`config.mk`:
```
export PLATFORM = sky130hd
export DESIGN_NAME = gpb_port_bank
export DESIGN_NICKNAME = d
export VERILOG_FILES = /design/src/gpb_pkg.sv /design/src/gpb_sync.sv /design/src/gpb_rst_share.sv /design/src/gpb_port_bank.sv
export SDC_FILE = /design/constraint.sdc
export NUM_CORES = 1
export LEC_CHECK = 0
export ABC_AREA = 1
export BUFFER_PORTS_ARGS = -buffer_cell sky130_fd_sc_hd__buf_2
export CELL_PAD_IN_SITES_DETAIL_PLACEMENT = 1
export CELL_PAD_IN_SITES_GLOBAL_PLACEMENT = 1
export CORE_ASPECT_RATIO = 0.6
export CORE_MARGIN = 5
export CORE_UTILIZATION = 38
export CTS_BUF_LIST = sky130_fd_sc_hd__clkbuf_4
export DETAILED_ROUTE_END_ITERATION = 6
export PLACE_DENSITY_LB_ADDON = 0.1
export SLEW_MARGIN = 5
export SYNTH_ARGS = -nofsm -noshare
export SYNTH_HDL_FRONTEND = slang
export SYNTH_SLANG_ARGS = --single-unit
```
`constraint.sdc`:
```
create_clock -name clk_sys -period 1.6 [get_ports clk_sys]
set_clock_uncertainty 0.1 [all_clocks]
set_input_delay 0.08 -clock clk_sys [delete_from_list [all_inputs] [get_ports clk_sys]]
set_output_delay 0.08 -clock clk_sys [all_outputs]
set_load 0.01 [all_outputs]
```
`src/gpb_pkg.sv`:
```
// Package for the port bank: register addresses, reset values, field positions, carriers.
// Notes on behaviour
// - Port 0 has four I/O pins, each with latch and own direction bit.
// - Ports 0, 2, 3, 4 pull-ups enable per bit, active in input mode.
// - Port 2 has four I/O pins that can also feed the converter.
// - Port 3 bits 0-3 are I/O with latch, direction and pull-up per bit.
// - Port 3 bit 4 is input only; as port input it loses reset function.
// - Shared pin role is taken after release; low pin before that holds reset.
// - Port 3 bits 0 and 1 also carry timer and interrupt alternates.
// - Port 4 has eight I/O pins with latch, direction and pull-up.
// - Port 4 bits 1-4 carry interrupt, serial and timer alternates.
// - Port 12 has four I/O pins with latch and per-bit direction.
// - Port 12 pull-ups exist on bits 0 and 3 only.
// - Internal oscillator selected: port 12 bits 1, 2 are plain port pins.
// - Crystal selected: port 12 bits 1, 2 belong to the oscillator.
// - External clock: bit 1 is clock input, bit 2 stays a port pin.
// - Oscillator pins of port 12 are pulled down during reset.
// - Reset puts every I/O port into input mode.
// - Port 13 is one output-only pin driven from its latch.
// - Port 13 drives low during reset.
// - Direction 0 turns the output buffer on, 1 turns it off.
// - Reads return pin level for inputs, latch value for outputs.
// - Port 2 mode bit 1 puts the pin in analog mode, not a port.
// - Reset loads all direction registers with all ones.
package gpb_pkg;

   ////////////////////////////////////////////////////////////////////////////
   // Register addresses
   localparam logic [15:0] ADDR_LATCH0  = 16'hFF00;
   localparam logic [15:0] ADDR_LATCH2  = 16'hFF02;
   localparam logic [15:0] ADDR_LATCH3  = 16'hFF03;
   localparam logic [15:0] ADDR_LATCH4  = 16'hFF04;
   localparam logic [15:0] ADDR_LATCH12 = 16'hFF0C;
   localparam logic [15:0] ADDR_LATCH13 = 16'hFF0D;
   localparam logic [15:0] ADDR_DIR0    = 16'hFF20;
   localparam logic [15:0] ADDR_DIR2    = 16'hFF22;
   localparam logic [15:0] ADDR_DIR3    = 16'hFF23;
   localparam logic [15:0] ADDR_DIR4    = 16'hFF24;
   localparam logic [15:0] ADDR_DIR12   = 16'hFF2C;
   localparam logic [15:0] ADDR_PU0     = 16'hFF30;
   localparam logic [15:0] ADDR_PU2     = 16'hFF32;
   localparam logic [15:0] ADDR_PU3     = 16'hFF33;
   localparam logic [15:0] ADDR_PU4     = 16'hFF34;
   localparam logic [15:0] ADDR_PULLUP_EN_PORT12    = 16'hFF3C;
   localparam logic [15:0] ADDR_ANALOG_SEL_PORT2    = 16'hFF84;

   ////////////////////////////////////////////////////////////////////////////
   // Reset values and fixed fields
   localparam logic [7:0] RST_DIR     = 8'hFF;
   localparam logic [7:0] RST_LATCH   = 8'h00;
   localparam logic [7:0] RST_CTRL    = 8'h00;
   localparam logic [3:0] DIR_UNUSED  = 4'hF;   // Upper nibble of 4-bit direction reads 1
   localparam logic [3:0] PULLUP_EN_PORT12_MASK   = 4'h9;   // Pull-ups only on bits 0 and 3
   localparam logic [3:0] OWN_XTAL    = 4'h6;   // Bits 1 and 2 to the oscillator
   localparam logic [3:0] OWN_EXTCLK  = 4'h2;   // Bit 1 to the clock input
   localparam logic [3:0] OWN_NONE    = 4'h0;

   ////////////////////////////////////////////////////////////////////////////
   // Field positions of alternate functions
   localparam int P3_TMR_A_BIT = 0;
   localparam int P3_TMR_B_BIT = 1;
   localparam int P4_IRQ3_BIT  = 1;
   localparam int P4_TMRB_BIT  = 2;
   localparam int P4_TX_BIT    = 3;
   localparam int P4_RX_BIT    = 4;

   ////////////////////////////////////////////////////////////////////////////
   // Types
   typedef enum logic [1:0] {GPB_CLK_INT_OSC, GPB_CLK_XTAL, GPB_CLK_EXT} gpb_clk_sel_t;

   typedef struct packed {
      logic [3:0] p0;
      logic [3:0] p2;
      logic [3:0] p3;
      logic [7:0] p4;
      logic [3:0] p12;
   } gpb_pins_t;

   typedef struct packed {
      logic        wr;
      logic        rd;
      logic        bit_op;
      logic [2:0]  bit_idx;
      logic [15:0] addr;
      logic [7:0]  wdata;
   } gpb_cpu_req_t;

   typedef struct packed {
      logic       timer_capture_in_a;
      logic       timer_capture_in_b;
      logic [3:0] ext_irq_in;
      logic       serial_rx;
   } gpb_alt_in_t;

   localparam int SYNC_W = $bits(gpb_pins_t) + 1;

endpackage : gpb_pkg

```
`src/gpb_sync.sv`:
```
// Three-stage input synchroniser with agreement filter for all pin inputs.
`timescale 1ns/1ps
module gpb_sync (
   input  wire logic                      clk_sys,
   input  wire logic                      arst_n,
   input  wire logic [gpb_pkg::SYNC_W-1:0] async_in,
   output logic      [gpb_pkg::SYNC_W-1:0] sync_out
);
   typedef struct packed {
      logic [gpb_pkg::SYNC_W-1:0] s1;
      logic [gpb_pkg::SYNC_W-1:0] s2;
      logic [gpb_pkg::SYNC_W-1:0] s3;
      logic [gpb_pkg::SYNC_W-1:0] q;
   } gpb_sync_state_t;

   gpb_sync_state_t st;
   gpb_sync_state_t next_st;

   ////////////////////////////////////////////////////////////////////////////
   // Only stages two and three feed the filter; stage one is left alone
   always_comb begin
      next_st    = st;
      next_st.s1 = async_in;
      next_st.s2 = st.s1;
      next_st.s3 = st.s2;
      for (int i = 0; i < gpb_pkg::SYNC_W; i++) begin
         if (st.s2[i] == st.s3[i]) begin
            next_st.q[i] = st.s3[i];
         end
      end
   end

   always_ff @(posedge clk_sys or negedge arst_n) begin
      if (!arst_n) begin
         st <= '0;
      end else begin
         st <= next_st;
      end
   end

   assign sync_out = st.q;
endmodule : gpb_sync

```
`src/gpb_rst_share.sv`:
```
// Option capture after reset release and reset/input pin sharing.
`timescale 1ns/1ps
module gpb_rst_share (
   input  wire logic                  clk_sys,
   input  wire logic                  arst_n,
   input  wire logic                  rst_pin_sync,
   input  wire logic                  opt_reset_as_port,
   input  wire gpb_pkg::gpb_clk_sel_t opt_clk_sel,
   output logic                       hold_in_reset,
   output logic                       pin_is_port,
   output gpb_pkg::gpb_clk_sel_t      clk_sel
);
   typedef enum logic {GPB_OPT_WAIT, GPB_OPT_RUN} gpb_opt_state_t;

   typedef struct packed {
      gpb_opt_state_t        state;
      logic                  hold;
      logic                  is_port;
      gpb_pkg::gpb_clk_sel_t clk_sel;
   } gpb_share_state_t;

   localparam gpb_share_state_t SHARE_RST = '{GPB_OPT_WAIT, 1'b1, 1'b0,
                                               gpb_pkg::GPB_CLK_INT_OSC};

   gpb_share_state_t st;
   gpb_share_state_t next_st;

   ////////////////////////////////////////////////////////////////////////////
   // Option is only taken once the pin is seen high, so a low pin holds reset
   always_comb begin
      next_st = st;
      case (st.state)
         GPB_OPT_WAIT: begin
            if (rst_pin_sync) begin
               next_st.state   = GPB_OPT_RUN;
               next_st.hold    = 1'b0;
               next_st.is_port = opt_reset_as_port;
               next_st.clk_sel = opt_clk_sel;
            end
         end
         GPB_OPT_RUN: begin
            // As port input the pin can no longer reset the device
            next_st.hold = !st.is_port && !rst_pin_sync;
         end
         default: begin
            next_st = SHARE_RST;
         end
      endcase
   end

   always_ff @(posedge clk_sys or negedge arst_n) begin
      if (!arst_n) begin
         st <= SHARE_RST;
      end else begin
         st <= next_st;
      end
   end

   assign hold_in_reset = st.hold;
   assign pin_is_port   = st.is_port;
   assign clk_sel       = st.clk_sel;
endmodule : gpb_rst_share

```
`src/gpb_port_bank.sv`:
```
// Port bank top: port registers, pin drivers, pull-ups and alternate functions.
`timescale 1ns/1ps
module gpb_port_bank (
   input  wire logic                  clk_sys,
   input  wire logic                  arst_n,
   input  wire gpb_pkg::gpb_cpu_req_t cpu_req,
   output logic [7:0]                 cpu_rdata,
   input  wire gpb_pkg::gpb_pins_t    pin_in,
   output gpb_pkg::gpb_pins_t         pin_out,
   output gpb_pkg::gpb_pins_t         pin_oe_n,
   output gpb_pkg::gpb_pins_t         pin_pullup_en,
   output logic                       osc_pulldown,
   input  wire logic                  reset_shared_input,
   output logic                       output_only_pin,
   input  wire logic                  opt_reset_as_port,
   input  wire gpb_pkg::gpb_clk_sel_t opt_clk_sel,
   output logic                       hold_in_reset,
   output gpb_pkg::gpb_clk_sel_t      clk_sel,
   output logic [3:0]                 analog_sel_port2,
   output gpb_pkg::gpb_alt_in_t       alt_in,
   input  wire logic                  timer_out_a,
   input  wire logic                  timer_out_b,
   input  wire logic                  serial_tx
);

   ////////////////////////////////////////////////////////////////////////////
   // State of the register file
   typedef struct packed {
      logic [3:0] dir_reg_port0;
      logic [3:0] dir_reg_port2;
      logic [3:0] dir_reg_port3;
      logic [7:0] dir_reg_port4;
      logic [3:0] dir_reg_port12;
      logic [3:0] latch_port0;
      logic [3:0] latch_port2;
      logic [3:0] latch_port3;
      logic [7:0] latch_port4;
      logic [3:0] latch_port12;
      logic       latch_port13;
      logic [3:0] analog_sel_port2;
      logic [3:0] pullup_en_port0;
      logic [3:0] pullup_en_port2;
      logic [3:0] pullup_en_port3;
      logic [7:0] pullup_en_port4;
      logic [3:0] pullup_en_port12;
      logic [7:0] rdata;
   } gpb_bank_state_t;

   // Directions come up as inputs, everything else cleared
   localparam gpb_bank_state_t BANK_RST = '{
      dir_reg_port0:    gpb_pkg::RST_DIR[3:0],
      dir_reg_port2:    gpb_pkg::RST_DIR[3:0],
      dir_reg_port3:    gpb_pkg::RST_DIR[3:0],
      dir_reg_port4:    gpb_pkg::RST_DIR,
      dir_reg_port12:   gpb_pkg::RST_DIR[3:0],
      latch_port0:      gpb_pkg::RST_LATCH[3:0],
      latch_port2:      gpb_pkg::RST_LATCH[3:0],
      latch_port3:      gpb_pkg::RST_LATCH[3:0],
      latch_port4:      gpb_pkg::RST_LATCH,
      latch_port12:     gpb_pkg::RST_LATCH[3:0],
      latch_port13:     gpb_pkg::RST_LATCH[0],
      analog_sel_port2: gpb_pkg::RST_CTRL[3:0],
      pullup_en_port0:  gpb_pkg::RST_CTRL[3:0],
      pullup_en_port2:  gpb_pkg::RST_CTRL[3:0],
      pullup_en_port3:  gpb_pkg::RST_CTRL[3:0],
      pullup_en_port4:  gpb_pkg::RST_CTRL,
      pullup_en_port12: gpb_pkg::RST_CTRL[3:0],
      rdata:            gpb_pkg::RST_CTRL
   };

   gpb_bank_state_t    st;
   gpb_bank_state_t    next_st;
   gpb_pkg::gpb_pins_t pin_s;
   logic               rst_pin_s;
   logic               pin_is_port;
   logic [3:0]         own12;
   logic [7:0]         rd_val;

   ////////////////////////////////////////////////////////////////////////////
   // Helpers

   // Byte write replaces all; bit write changes only the addressed bit
   function automatic logic [7:0] wr_merge(
      input logic [7:0]            old,
      input gpb_pkg::gpb_cpu_req_t req
   );
      logic [7:0] res;
      res = req.wdata;
      if (req.bit_op) begin
         res               = old;
         res[req.bit_idx]  = req.wdata[0];
      end
      return res;
   endfunction : wr_merge

   // Inputs read the pin, outputs read the latch
   function automatic logic [7:0] port_read(
      input logic [7:0] latch,
      input logic [7:0] dir,
      input logic [7:0] pin
   );
      return (dir & pin) | (~dir & latch);
   endfunction : port_read

   ////////////////////////////////////////////////////////////////////////////
   // Pin synchronisers and reset pin sharing
   gpb_sync u_sync (
      .clk_sys  (clk_sys),
      .arst_n   (arst_n),
      .async_in ({reset_shared_input, pin_in}),
      .sync_out ({rst_pin_s, pin_s})
   );

   gpb_rst_share u_share (
      .clk_sys           (clk_sys),
      .arst_n            (arst_n),
      .rst_pin_sync      (rst_pin_s),
      .opt_reset_as_port (opt_reset_as_port),
      .opt_clk_sel       (opt_clk_sel),
      .hold_in_reset     (hold_in_reset),
      .pin_is_port       (pin_is_port),
      .clk_sel           (clk_sel)
   );

   ////////////////////////////////////////////////////////////////////////////
   // Ownership of port 12 bits 1 and 2 by the clock source
   always_comb begin
      case (clk_sel)
         gpb_pkg::GPB_CLK_INT_OSC: own12 = gpb_pkg::OWN_NONE;
         gpb_pkg::GPB_CLK_XTAL:    own12 = gpb_pkg::OWN_XTAL;
         gpb_pkg::GPB_CLK_EXT:     own12 = gpb_pkg::OWN_EXTCLK;
         default:                  own12 = gpb_pkg::OWN_NONE;
      endcase
   end

   ////////////////////////////////////////////////////////////////////////////
   // Read value; analog and oscillator-owned bits read as zero
   always_comb begin
      case (cpu_req.addr)
         gpb_pkg::ADDR_LATCH0:
            rd_val = port_read({4'h0, st.latch_port0}, {4'h0, st.dir_reg_port0},
                               {4'h0, pin_s.p0});
         gpb_pkg::ADDR_LATCH2:
            rd_val = port_read({4'h0, st.latch_port2}, {4'h0, st.dir_reg_port2},
                               {4'h0, pin_s.p2}) & {4'h0, ~st.analog_sel_port2};
         gpb_pkg::ADDR_LATCH3:
            rd_val = {3'h0, rst_pin_s,
                      4'(port_read({4'h0, st.latch_port3}, {4'h0, st.dir_reg_port3},
                                   {4'h0, pin_s.p3}))};
         gpb_pkg::ADDR_LATCH4:
            rd_val = port_read(st.latch_port4, st.dir_reg_port4, pin_s.p4);
         gpb_pkg::ADDR_LATCH12:
            rd_val = port_read({4'h0, st.latch_port12}, {4'h0, st.dir_reg_port12},
                               {4'h0, pin_s.p12}) & {4'h0, ~own12};
         gpb_pkg::ADDR_LATCH13: rd_val = {7'h00, st.latch_port13};
         gpb_pkg::ADDR_DIR0:    rd_val = {gpb_pkg::DIR_UNUSED, st.dir_reg_port0};
         gpb_pkg::ADDR_DIR2:    rd_val = {gpb_pkg::DIR_UNUSED, st.dir_reg_port2};
         gpb_pkg::ADDR_DIR3:    rd_val = {gpb_pkg::DIR_UNUSED, st.dir_reg_port3};
         gpb_pkg::ADDR_DIR4:    rd_val = st.dir_reg_port4;
         gpb_pkg::ADDR_DIR12:   rd_val = {gpb_pkg::DIR_UNUSED, st.dir_reg_port12};
         gpb_pkg::ADDR_PU0:     rd_val = {4'h0, st.pullup_en_port0};
         gpb_pkg::ADDR_PU2:     rd_val = {4'h0, st.pullup_en_port2};
         gpb_pkg::ADDR_PU3:     rd_val = {4'h0, st.pullup_en_port3};
         gpb_pkg::ADDR_PU4:     rd_val = st.pullup_en_port4;
         gpb_pkg::ADDR_PULLUP_EN_PORT12:    rd_val = {4'h0, st.pullup_en_port12};
         gpb_pkg::ADDR_ANALOG_SEL_PORT2:    rd_val = {4'h0, st.analog_sel_port2};
         default:               rd_val = 8'h00;
      endcase
   end

   ////////////////////////////////////////////////////////////////////////////
   // Register writes take effect on the next edge; read data is registered
   always_comb begin
      next_st = st;
      if (cpu_req.rd) begin
         next_st.rdata = rd_val;
      end
      if (cpu_req.wr) begin
         case (cpu_req.addr)
            gpb_pkg::ADDR_DIR0:
               next_st.dir_reg_port0 = 4'(wr_merge({4'h0, st.dir_reg_port0}, cpu_req));
            gpb_pkg::ADDR_DIR2:
               next_st.dir_reg_port2 = 4'(wr_merge({4'h0, st.dir_reg_port2}, cpu_req));
            gpb_pkg::ADDR_DIR3:
               next_st.dir_reg_port3 = 4'(wr_merge({4'h0, st.dir_reg_port3}, cpu_req));
            gpb_pkg::ADDR_DIR4:
               next_st.dir_reg_port4 = wr_merge(st.dir_reg_port4, cpu_req);
            gpb_pkg::ADDR_DIR12:
               next_st.dir_reg_port12 = 4'(wr_merge({4'h0, st.dir_reg_port12}, cpu_req));
            gpb_pkg::ADDR_LATCH0:
               next_st.latch_port0 = 4'(wr_merge({4'h0, st.latch_port0}, cpu_req));
            gpb_pkg::ADDR_LATCH2:
               next_st.latch_port2 = 4'(wr_merge({4'h0, st.latch_port2}, cpu_req));
            gpb_pkg::ADDR_LATCH3:
               // Bit 4 is the input-only pin; writes to it are dropped
               next_st.latch_port3 = 4'(wr_merge({4'h0, st.latch_port3}, cpu_req));
            gpb_pkg::ADDR_LATCH4:
               next_st.latch_port4 = wr_merge(st.latch_port4, cpu_req);
            gpb_pkg::ADDR_LATCH12:
               next_st.latch_port12 = 4'(wr_merge({4'h0, st.latch_port12}, cpu_req));
            gpb_pkg::ADDR_LATCH13:
               // Only bit 0 exists; mask the merged byte down to it
               next_st.latch_port13 = |(wr_merge({7'h00, st.latch_port13}, cpu_req)
                                        & 8'h01);
            gpb_pkg::ADDR_ANALOG_SEL_PORT2:
               next_st.analog_sel_port2 = 4'(wr_merge({4'h0, st.analog_sel_port2}, cpu_req));
            gpb_pkg::ADDR_PU0:
               next_st.pullup_en_port0 = 4'(wr_merge({4'h0, st.pullup_en_port0}, cpu_req));
            gpb_pkg::ADDR_PU2:
               next_st.pullup_en_port2 = 4'(wr_merge({4'h0, st.pullup_en_port2}, cpu_req));
            gpb_pkg::ADDR_PU3:
               next_st.pullup_en_port3 = 4'(wr_merge({4'h0, st.pullup_en_port3}, cpu_req));
            gpb_pkg::ADDR_PU4:
               next_st.pullup_en_port4 = wr_merge(st.pullup_en_port4, cpu_req);
            gpb_pkg::ADDR_PULLUP_EN_PORT12:
               next_st.pullup_en_port12 = 4'(wr_merge({4'h0, st.pullup_en_port12}, cpu_req))
                                          & gpb_pkg::PULLUP_EN_PORT12_MASK;
            default: begin
            end
         endcase
      end
   end

   // Reset gives all-input directions and a low port 13 latch
   always_ff @(posedge clk_sys or negedge arst_n) begin
      if (!arst_n) begin
         st <= BANK_RST;
      end else begin
         st <= next_st;
      end
   end

   ////////////////////////////////////////////////////////////////////////////
   // Pin drive: latch value, with timer and serial outputs merged in
   always_comb begin
      pin_out     = '0;
      pin_out.p0  = st.latch_port0;
      pin_out.p2  = st.latch_port2;
      pin_out.p3  = st.latch_port3;
      pin_out.p4  = st.latch_port4;
      pin_out.p12 = st.latch_port12;
      // Latch must be 0 to pass a timer, 1 to pass transmit data
      pin_out.p3[gpb_pkg::P3_TMR_B_BIT] = st.latch_port3[gpb_pkg::P3_TMR_B_BIT]
                                          | timer_out_a;
      pin_out.p4[gpb_pkg::P4_TMRB_BIT]  = st.latch_port4[gpb_pkg::P4_TMRB_BIT]
                                          | timer_out_b;
      pin_out.p4[gpb_pkg::P4_TX_BIT]    = st.latch_port4[gpb_pkg::P4_TX_BIT]
                                          & serial_tx;
   end

   // Enable is low while driving; analog or oscillator use forces it off
   always_comb begin
      pin_oe_n     = '0;
      pin_oe_n.p0  = st.dir_reg_port0;
      pin_oe_n.p2  = st.dir_reg_port2 | st.analog_sel_port2;
      pin_oe_n.p3  = st.dir_reg_port3;
      pin_oe_n.p4  = st.dir_reg_port4;
      pin_oe_n.p12 = st.dir_reg_port12 | own12;
   end

   // Pull-ups only count in input mode on pins the port still owns
   always_comb begin
      pin_pullup_en     = '0;
      pin_pullup_en.p0  = st.pullup_en_port0 & st.dir_reg_port0;
      pin_pullup_en.p2  = st.pullup_en_port2 & st.dir_reg_port2
                          & ~st.analog_sel_port2;
      pin_pullup_en.p3  = st.pullup_en_port3 & st.dir_reg_port3;
      pin_pullup_en.p4  = st.pullup_en_port4 & st.dir_reg_port4;
      pin_pullup_en.p12 = st.pullup_en_port12 & st.dir_reg_port12 & ~own12;
   end

   ////////////////////////////////////////////////////////////////////////////
   // Alternate inputs taken from the synchronised pins
   assign alt_in.timer_capture_in_a = pin_s.p3[gpb_pkg::P3_TMR_A_BIT];
   assign alt_in.timer_capture_in_b = pin_s.p3[gpb_pkg::P3_TMR_B_BIT];
   assign alt_in.ext_irq_in[0]      = pin_s.p3[gpb_pkg::P3_TMR_A_BIT];
   assign alt_in.ext_irq_in[2]      = pin_s.p3[gpb_pkg::P3_TMR_B_BIT];
   assign alt_in.ext_irq_in[3]      = pin_s.p4[gpb_pkg::P4_IRQ3_BIT];
   assign alt_in.ext_irq_in[1]      = pin_s.p4[gpb_pkg::P4_TX_BIT];
   assign alt_in.serial_rx          = pin_s.p4[gpb_pkg::P4_RX_BIT];

   // Oscillator pins are pulled down while the device is held in reset
   assign osc_pulldown     = hold_in_reset && !pin_is_port;
   assign output_only_pin  = st.latch_port13;
   assign analog_sel_port2 = st.analog_sel_port2;
   assign cpu_rdata        = st.rdata;
endmodule : gpb_port_bank

```
==> metrics.md, run 1 <==
| Metric | Value |
|---|---|
| CTS tree | done |
| CTS clk-pin slew, worst paths | 0.15 ns |
| Length in cells of the worst reg-to-reg path | 12 |
| Adder-cell share of the synthesized area | 0.0307 |
| Fin crit share | 1.10 |
| Core area | 22,100 µm² |
| Cells after DPL | 1,404 |
| Post-synth top area share | 0.476 |
| Critical path class | reg2out |
| Via/cell ratio | 4.78 |
| DR vias | 7,488 |
| Gr busiest metal | met1 |
| Fin cells | 1,566 |
| Post-Synth XOR/XNOR Area | 0 |
| Critical Path Stages | 3 |
| Flop pwr share | 0.571 |
| Sw Pwr | 2.31 mW |
| Vias in the first global route | 7,846 |
| Simple logic cell fraction of the synthesized area | 0.213 |
| Cell class contributing the biggest share of worst-path delay | flip-flops |
| Worst r2r src | st[80]$_DFFE_PN1P_ |
| DR pass1 iterations | 5 |
| Gpl congestion | 0.849 |
| Final design area excluding fillers | 12,100 µm² |
| Cells after Synth | 925 |
| CP Launch Type | register |
| WL final | 28,500 µm |
| Ports | 159 |
| GR Layer Usage met3 | 0.0464 |
| Die Width | 204 µm |
| Main combinational cell family by area after synthesis | simple AND/OR/NAND/NOR gates |
| CTS H-tree depth | 4 |
| Hold_sp | pin_in[16] |
| WP data required | 1.42 ns |
| CTS root buffer | clkbuf_4 |
| Synth top area cells | dfrtp_1, nand2_1, dfstp_2 |
| Share of cells above drive strength 1 | 0.390 |
| Synth Area per Inst | 9.26 µm² |
| Post-detailed-route wirelength per cell | 18.2 µm |
| Dpl hpwl | 20,600 µm |
| Drt drc | 0 |
| Worst slack, placed | -0.0952 ns |
| Leading area contributor after synthesis | dfrtp_1 |
| Max incr delay on CP | 0.45 ns |
| Sw frac | 0.262 |
| Status | finished with violations |
| Leak | 5.99 nW |
| Flops & latches, synth | 188 |
| Fin Hold WS | 0.0643 ns |
| Cell Pwr Density | 729 nW/µm² |
| R2r setup slk | -0.08 ns |
| Die Area | 25,700 µm² |
| Grt total ovfl | 0 |
| Starting Density | 0.387 |
| Cell Area, Synth | 8570 µm² |
| Fin nets | 1,308 |
| Mux contribution to synthesized area | 0.0153 |
| Failing checks | setup timing |
| Met1 usage | 0.341 |
| Critical-path cell list | ha_4, or2_4, buf_6 |
| Slowest CP cell | dfrtp_1 |
| Total chip power | 8.84 mW |
| RSZ-0062 raised after global routing | yes |
| Filler cells | 2,544 |
| Seq/Total Area, Yosys | 0.553 |
| Max-cap violations | 0 |
| Antenna violations before repair | 1 |
| Final setup margin | -0.158 ns |
| CTS Sinks | 188 |
| Fmax | 569 MHz |
| Hold WC Path Type | in2reg |
| Clock latency on the worst-skew pair | 0.60 ns |
| Area Growth Syn to Fin | 41.4% |
| VDD IR-drop max | 0.681 mV |
| Endpoint, Worst Hold | u_sync.next_st[66]$_DFF_PN0_ |
| Comb power frac | 0.108 |
| Compound-Gate Fraction of Synth Area | 0.0830 |
| First-pass GRT wire length | 44,900 µm |
| Clk network pwr share | 0.321 |
| DR iter-0 viols | 316 |
| GR Util met2 | 0.335 |
| Post-synthesis cell type count | 36 |
| Hold Vio Cnt, Final | 0 |
| CTS Buffer Depth | 2 |
| Row count | 42 |
| Placed instance area | 10,000 µm² |
| Chip Height | 126 µm |
| Tmin final | 1.76 ns |
| CP bufs+invs | 1 |
| Max Slew Vio Count | 0 |
| Crit Path Max Fanout | 2 |
| YS warnings | 0 |
| Worst r2r dst | cpu_rdata[3]$_DFFE_PN0P_ |
| DRT antenna net count | 0 |
| Final setup viols | 29 |
| Hold depth | 2 |
| GRT Util Overall | 0.224 |
| WP data arrival | 1.58 ns |
| Pin count of the biggest net entering global routing | 48 |
| Worst setup EP type | output port |
| PortBufs | 156 |
| Total CTS buffers | 17 |
| Internal | 6.53 mW |
-- worst max-delay path by stage --
stage,startpoint,slack [ns],endpoint
finish,u_share.clk_sel[0]$_DFFE_PN0P_,-0.16,pin_oe_n[2]
global route,u_share.clk_sel[0]$_DFFE_PN0P_,-0.26,pin_oe_n[2]
CTS,u_share.clk_sel[0]$_DFFE_PN0P_,-0.20,pin_oe_n[2]
detailed placement,cpu_req[11],-0.1,st[21]$_DFFE_PN0P_
global placement,cpu_req[11],-0.09,st[22]$_DFFE_PN0P_
floorplan,u_share.clk_sel[0]$_DFFE_PN0P_,0.17,cpu_rdata[1]$_DFFE_PN0P_
-- layout by cell type, fill, tap and decap left out, types with 3 or more instances in the layout --
cell and n:
or2_4 6, inv_6 4, nor2_2 21, a31oi_1 27, nand3_2 3, nor3_1 6, buf_6 64, buf_12 12
o21ai_1 34, clkbuf_4 20, a22oi_1 6, dfrtp_1 160, clkinv_2 3, o21ai_0 9, buf_4 110, or2_2 5
inv_2 21, nor2_4 19, nor2_1 53, nand2_4 15, mux2_2 5, inv_1 57, bufinv_16 3, dfstp_2 25
nand3_1 67, a21oi_1 44, dlygate4sd3_1 76, nand2_1 186, maj3_1 25, nand2_2 17, dfrtp_2 3, buf_2 120
nand4_1 4, mux2_1 3
-- stage by stage --
step           setup TNS (ns)  utilization
3_3_place_gp            -1.19        0.452
6_report                -1.61        0.548
3_5_place_dp            -1.61        0.452
2_1_floorplan               0            -
4_1_cts                 -2.86        0.530
5_1_grt                 -5.72        0.548
-- worst reg2reg max path, cell delays in order, from the launching register on --
cell and delay, ns:
dfstp_2 0.58, buf_4 0.11, buf_6 0.10, nand2_1 0.06, a21oi_2 0.17, nand3_1 0.09
nand2_1 0.09, inv_1 0.05, nand2_1 0.05, nor2_1 0.03, nand3_1 0.07, nand2_1 0.05
nand2_1 0.06
-- sequential cells by signal, summed over array words and instances, names as in the netlist --
| register | flops |
|---|---|
| u_share.clk_sel | 2 |
| u_sync.next_st | 50 |
| cpu_rdata | 8 |
| pin_oe_n | 16 |
| u_share.st | 1 |
| u_share.hold_in_reset | 1 |
| analog_sel_port2 | 4 |
| u_share.pin_is_port | 1 |
| u_sync.st | 25 |
| u_sync.sync_out | 25 |
| output_only_pin | 1 |
| st | 33 |
| pin_out | 21 |
-- cell usage after synthesis --
master / n
a21oi_1: 46
a22oi_1: 6
a31oi_1: 28
buf_1: 1
buf_2: 12
buf_4: 63
buf_6: 4
clkbuf_1: 4
clkbuf_2: 1
conb_1: 1
dfrtp_1: 163
dfstp_2: 25
ha_1: 1
inv_1: 73
inv_2: 6
maj3_1: 25
mux2_1: 3
mux2_2: 6
mux2i_1: 3
nand2_1: 208
nand2_2: 9
nand2_4: 1
nand3_1: 68
nand3_2: 2
nand3b_1: 1
nand4_1: 4
nor2_1: 66
nor2_2: 15
nor2_4: 12
nor3_1: 6
o2111ai_1: 2
o21ai_0: 15
o21ai_1: 31
o22ai_1: 2
or2_0: 1
or2_2: 11
-- power groups by stage --
stage	Clock, mW	Combinational, mW	Sequential (mW)
6_report	2.84	0.956	5.04
5_1_grt	3.17	1.05	5.07
4_1_cts	2.93	0.910	5.04
3_5_place_dp	0	0.711	5.12
3_3_place_gp	0	0.703	5.12
2_1_floorplan	0	0.326	5.09
-- kinds of logic after synthesis --
logic type / after synthesis
flip-flops: 188
other: 1
AND/OR/NAND/NOR: 404
buffers and inverters: 164
AO/OA/AOI/OAI: 130
adder cells (fa/ha/maj): 26
multiplexers: 12
-- cell type report --
| class | count | area, µm² | area share |
|---|---|---|---|
| antenna | 1 | 2.50 | 0.000207 |
| clock buffer | 19 | 143 | 0.0118 |
| clock inverter | 13 | 164 | 0.0135 |
| inverter | 79 | 302 | 0.0249 |
| multi-input combinational | 574 | 3210 | 0.265 |
| sequential | 188 | 4740 | 0.391 |
| tap | 308 | 385 | 0.0318 |
| timing repair buffer | 384 | 3170 | 0.262 |
-- metal layers --
layer | vias up | share of wire
met5 | - | 0
met4 | 0 | 0.0077
met3 | 18 | 0.046
met2 | 173 | 0.43
met1 | 3713 | 0.51
li1 | 3584 | -
-- what timing repair did --
| action | in CTS | in global routing |
|---|---|---|
| hold endpoints to repair | 290 | 1 |
| setup buffers | 43 | 15 |
| pin swaps | 24 | 24 |
| gates resized for setup | 99 | 70 |
| hold buffers | 75 | 1 |
| endpoints found under the setup margin | 45 | 91 |
No activity file was read; power rests on OpenSTA's default activity.
==> inputs of run 2 (changes only) <==
--- a/config.mk
+++ b/config.mk
@@ -5,7 +5,6 @@
 export SDC_FILE = /design/constraint.sdc
 export NUM_CORES = 1
 export LEC_CHECK = 0
-export ABC_AREA = 1
 export BUFFER_PORTS_ARGS = -buffer_cell sky130_fd_sc_hd__buf_2
 export CELL_PAD_IN_SITES_DETAIL_PLACEMENT = 1
 export CELL_PAD_IN_SITES_GLOBAL_PLACEMENT = 1
@@ -14,7 +13,7 @@
 export CORE_UTILIZATION = 38
 export CTS_BUF_LIST = sky130_fd_sc_hd__clkbuf_4
 export DETAILED_ROUTE_END_ITERATION = 6
-export PLACE_DENSITY_LB_ADDON = 0.1
+export PLACE_DENSITY = 0.81
 export SLEW_MARGIN = 5
 export SYNTH_ARGS = -nofsm -noshare
 export SYNTH_HDL_FRONTEND = slang
==> metrics.md, run 2 <==
| Metric | Value |
|---|---|
| Drt drc | 0 (unchanged) |
| Fin Hold WS | 0.0342 ns (-0.0302 ns) |
| Pin count of the biggest net entering global routing | 47 (-2.1%) |
| Largest register FFs | 50 (unchanged) |
| Placed instance area | 10,600 µm² (+5.4%) |
| DR iter-0 viols | 653 (+110%) |
| Worst slack, placed | -0.563 ns (-0.468 ns) |
| CTS Buffer Depth | 2 (unchanged) |
| Final setup margin | -0.363 ns (-0.205 ns) |
| Post-synthesis cell type count | 66 (+83%) |
| Length in cells of the worst reg-to-reg path | 5 (-7) |
| Most instantiated library cell after synthesis | dfrtp_1 |
| Area Growth Syn to Fin | 45.1% |
| Failing checks | setup timing |
| Commonest non-fill, non-tap cell in the layout | buf_4 |
| Most frequent cells in the layout | buf_4, dfrtp_1, buf_2, dlygate4sd3_1, buf_6 |
| Worst setup EP type | register |
| Seq/Total Area, Yosys | 0.548 (-0.00536) |
| Chip Height | 127 µm (+0.45%) |
| CTS H-tree depth | 4 (unchanged) |
| PortBufs | 156 (unchanged) |
| Worst r2r src | st[61]$_DFFE_PN1P_ |
| Flops & latches, synth | 188 (unchanged) |
| Worst-Margin Slew | 0.630 ns |
| Final design area excluding fillers | 12,600 µm² (+3.6%) |
| Tmin final | 1.96 ns (+0.205 ns) |
| Cell Pwr Density | 726 nW/µm² (-0.41%) |
| CTS tree | done |
| Final Core Density | 0.565 (+0.0172) |
| Hold depth | 5 (+3) |
| Fmax | 509 MHz (-10%) |
| Antenna violations before repair | 3 (+2) |
| First-pass GRT wire length | 49,800 µm (+11%) |
| Gpl congestion | 0.926 (+9.1%) |
| Leak | 5.77 nW (-3.6%) |
| Max transition margin | 0.576 |
| GRT Util Overall | 0.254 (+0.0294) |
| CTS Sinks | 188 (unchanged) |
| Die Width | 205 µm (+0.47%) |
| Endpoint, Worst Hold | pin_oe_n[14]$_DFFE_PN1P_ |
| DR pass1 iterations | 6 (+1) |
| Post-route setup TNS | -4.66 ns (-3.04 ns) |
| Starting Density | 0.389 (+0.00194) |
| YS warnings | 0 (unchanged) |
| Crit Path Max Fanout | 2 (unchanged) |
| RSZ-0062 raised after global routing | yes |
| Clock latency on the worst-skew pair | 0.64 ns (+0.04 ns) |
| Max Slew Vio Count | 0 (unchanged) |
| Hold WC Path Type | in2reg |
| Post-synth EDFFs | 0 (unchanged) |
| Row count | 42 (unchanged) |
| Final setup viols | 44 (+52%) |
| Dpl hpwl | 22,900 µm (+11%) |
| Critical path class | reg2reg |
| Core area | 22,200 µm² (+0.48%) |
| Leading area contributor after synthesis | dfrtp_1 |
| Ports | 159 (unchanged) |
| Worst r2r dst | cpu_rdata[0]$_DFFE_PN0P_ |
| DR vias | 7,734 (+3.3%) |
| Synth top area cells | dfrtp_1, dfstp_2, buf_4 |
| Hold_sp | cpu_req[27] |
| CTS clk-pin slew, worst paths | 0.16 ns (about the same) |
| Fin crit share | 1.23 (+0.128) |
| Ys flop type | dfrtp_1 |
| WP data arrival | 2.38 ns (+0.80 ns) |
| Post-synth ARST share | 1.00 (unchanged) |
| Synth Area per Inst | 11.4 µm² (+23%) |
| Hold Vio Cnt, Final | 0 (unchanged) |
| CP Launch Type | register |
| Die Area | 26,000 µm² (+0.92%) |
| Status | finished with violations |
| Post-synth top area share | 0.472 (-0.00462) |
| WP data required | 2.02 ns (+0.60 ns) |
| Post-synth top cells | dfrtp_1, buf_4, nand2_1 |
| DRT antenna net count | 0 (unchanged) |
| Cells after Synth | 760 (-18%) |
| Cell Area, Synth | 8650 µm² (+0.98%) |
| WL final | 33,100 µm (+16%) |
| CTS root buffer | clkbuf_4 |
| Fin nets | 1,175 (-10%) |
| Total CTS buffers | 17 (unchanged) |
| Vias in the first global route | 8,129 (+3.6%) |
| R2r setup slk | -0.36 ns (-0.28 ns) |
| Share of cells above drive strength 1 | 0.472 (+0.0826) |
| VDD IR-drop max | 0.442 mV (-35%) |
| Max-cap violations | 0 (unchanged) |
| Post-detailed-route wirelength per cell | 23.1 µm (+27%) |
| Grt total ovfl | 0 (unchanged) |
| Via/cell ratio | 5.39 (+13%) |
run 2: timing repair:
| item | in CTS | in global routing |
|---|---|---|
| hold buffers | 75 | 1 |
| resized for setup | 87 | 43 |
| hold endpoints to repair | 298 | 2 |
| endpoints found under the setup margin | 51 | 76 |
| buffers inserted | 36 | 20 |
| pin swaps | 21 | 8 |
run 2: how the worst max path moves through the flow:
stage          slack [ns]                           start                       end  cells past startpoint
3_5_place_dp        -0.56                      cpu_req[9]  cpu_rdata[3]$_DFFE_PN0P_                      8
6_report            -0.36              st[61]$_DFFE_PN1P_  cpu_rdata[0]$_DFFE_PN0P_                      5
3_3_place_gp        -0.50                      cpu_req[9]  cpu_rdata[3]$_DFFE_PN0P_                      8
5_1_grt             -0.45  u_share.clk_sel[0]$_DFFE_PN0P_               pin_oe_n[2]                      6
2_1_floorplan       -0.29                      cpu_req[8]        st[19]$_DFFE_PN0P_                      8
4_1_cts             -0.40  u_share.clk_sel[0]$_DFFE_PN0P_               pin_oe_n[2]                      6
run 2: critical path, stage by stage, from the launching register on:
cell,delay [ns]
dfstp_2,0.59
mux2_4,0.30
a222oi_1,0.38
o2111ai_1,0.21
nor4_2,0.18
o22ai_1,0.10
run 2: logic make-up (layout without fill, tap and decap cells):
logic type               Yosys count  after routing  synth area share
AO/OA/AOI/OAI                    159            159             0.114
flip-flops                       188            188             0.548
adder cells (fa/ha/maj)           26             26            0.0304
buffers and inverters            118            481            0.0827
other                              1              4          0.000434
AND/OR/NAND/NOR                  222            222             0.165
multiplexers                      46             46            0.0597
run 2: final cells by class:
cell class | count | area (µm²)
multi-input combinational | 455 | 3480
timing repair buffer | 432 | 3560
clock inverter | 14 | 185
antenna | 2 | 5.00
clock buffer | 18 | 135
sequential | 188 | 4740
tap | 308 | 385
inverter | 17 | 63.8
fill | 2392 | 9670
run 2: routing by layer:
| metal | wire, µm | vias to the layer above | GRT usage |
|---|---|---|---|
| li1 | - | 3389 | - |
| met1 | 14800 | 3981 | 0.364 |
| met2 | 14900 | 322 | 0.383 |
| met3 | 2810 | 40 | 0.0709 |
| met4 | 552 | 2 | 0.0630 |
| met5 | 11 | - | 0 |
run 2: report_power, final:
part / total (mW) / switching, mW / internal (mW) / leakage, nW
registers: 5.06 / 0.118 / 4.94 / 2.28
logic: 1.13 / 0.582 / 0.549 / 3.33
clock network: 2.93 / 1.80 / 1.14 / 0.162
run 2: through the flow:
step / cells / power, mW
2_1_floorplan: 761 / 5.48
3_3_place_gp: 1274 / 5.95
3_5_place_dp: 1274 / 5.99
4_1_cts: 1413 / 9.11
5_1_grt: 1434 / 9.52
6_report: 1434 / 9.12
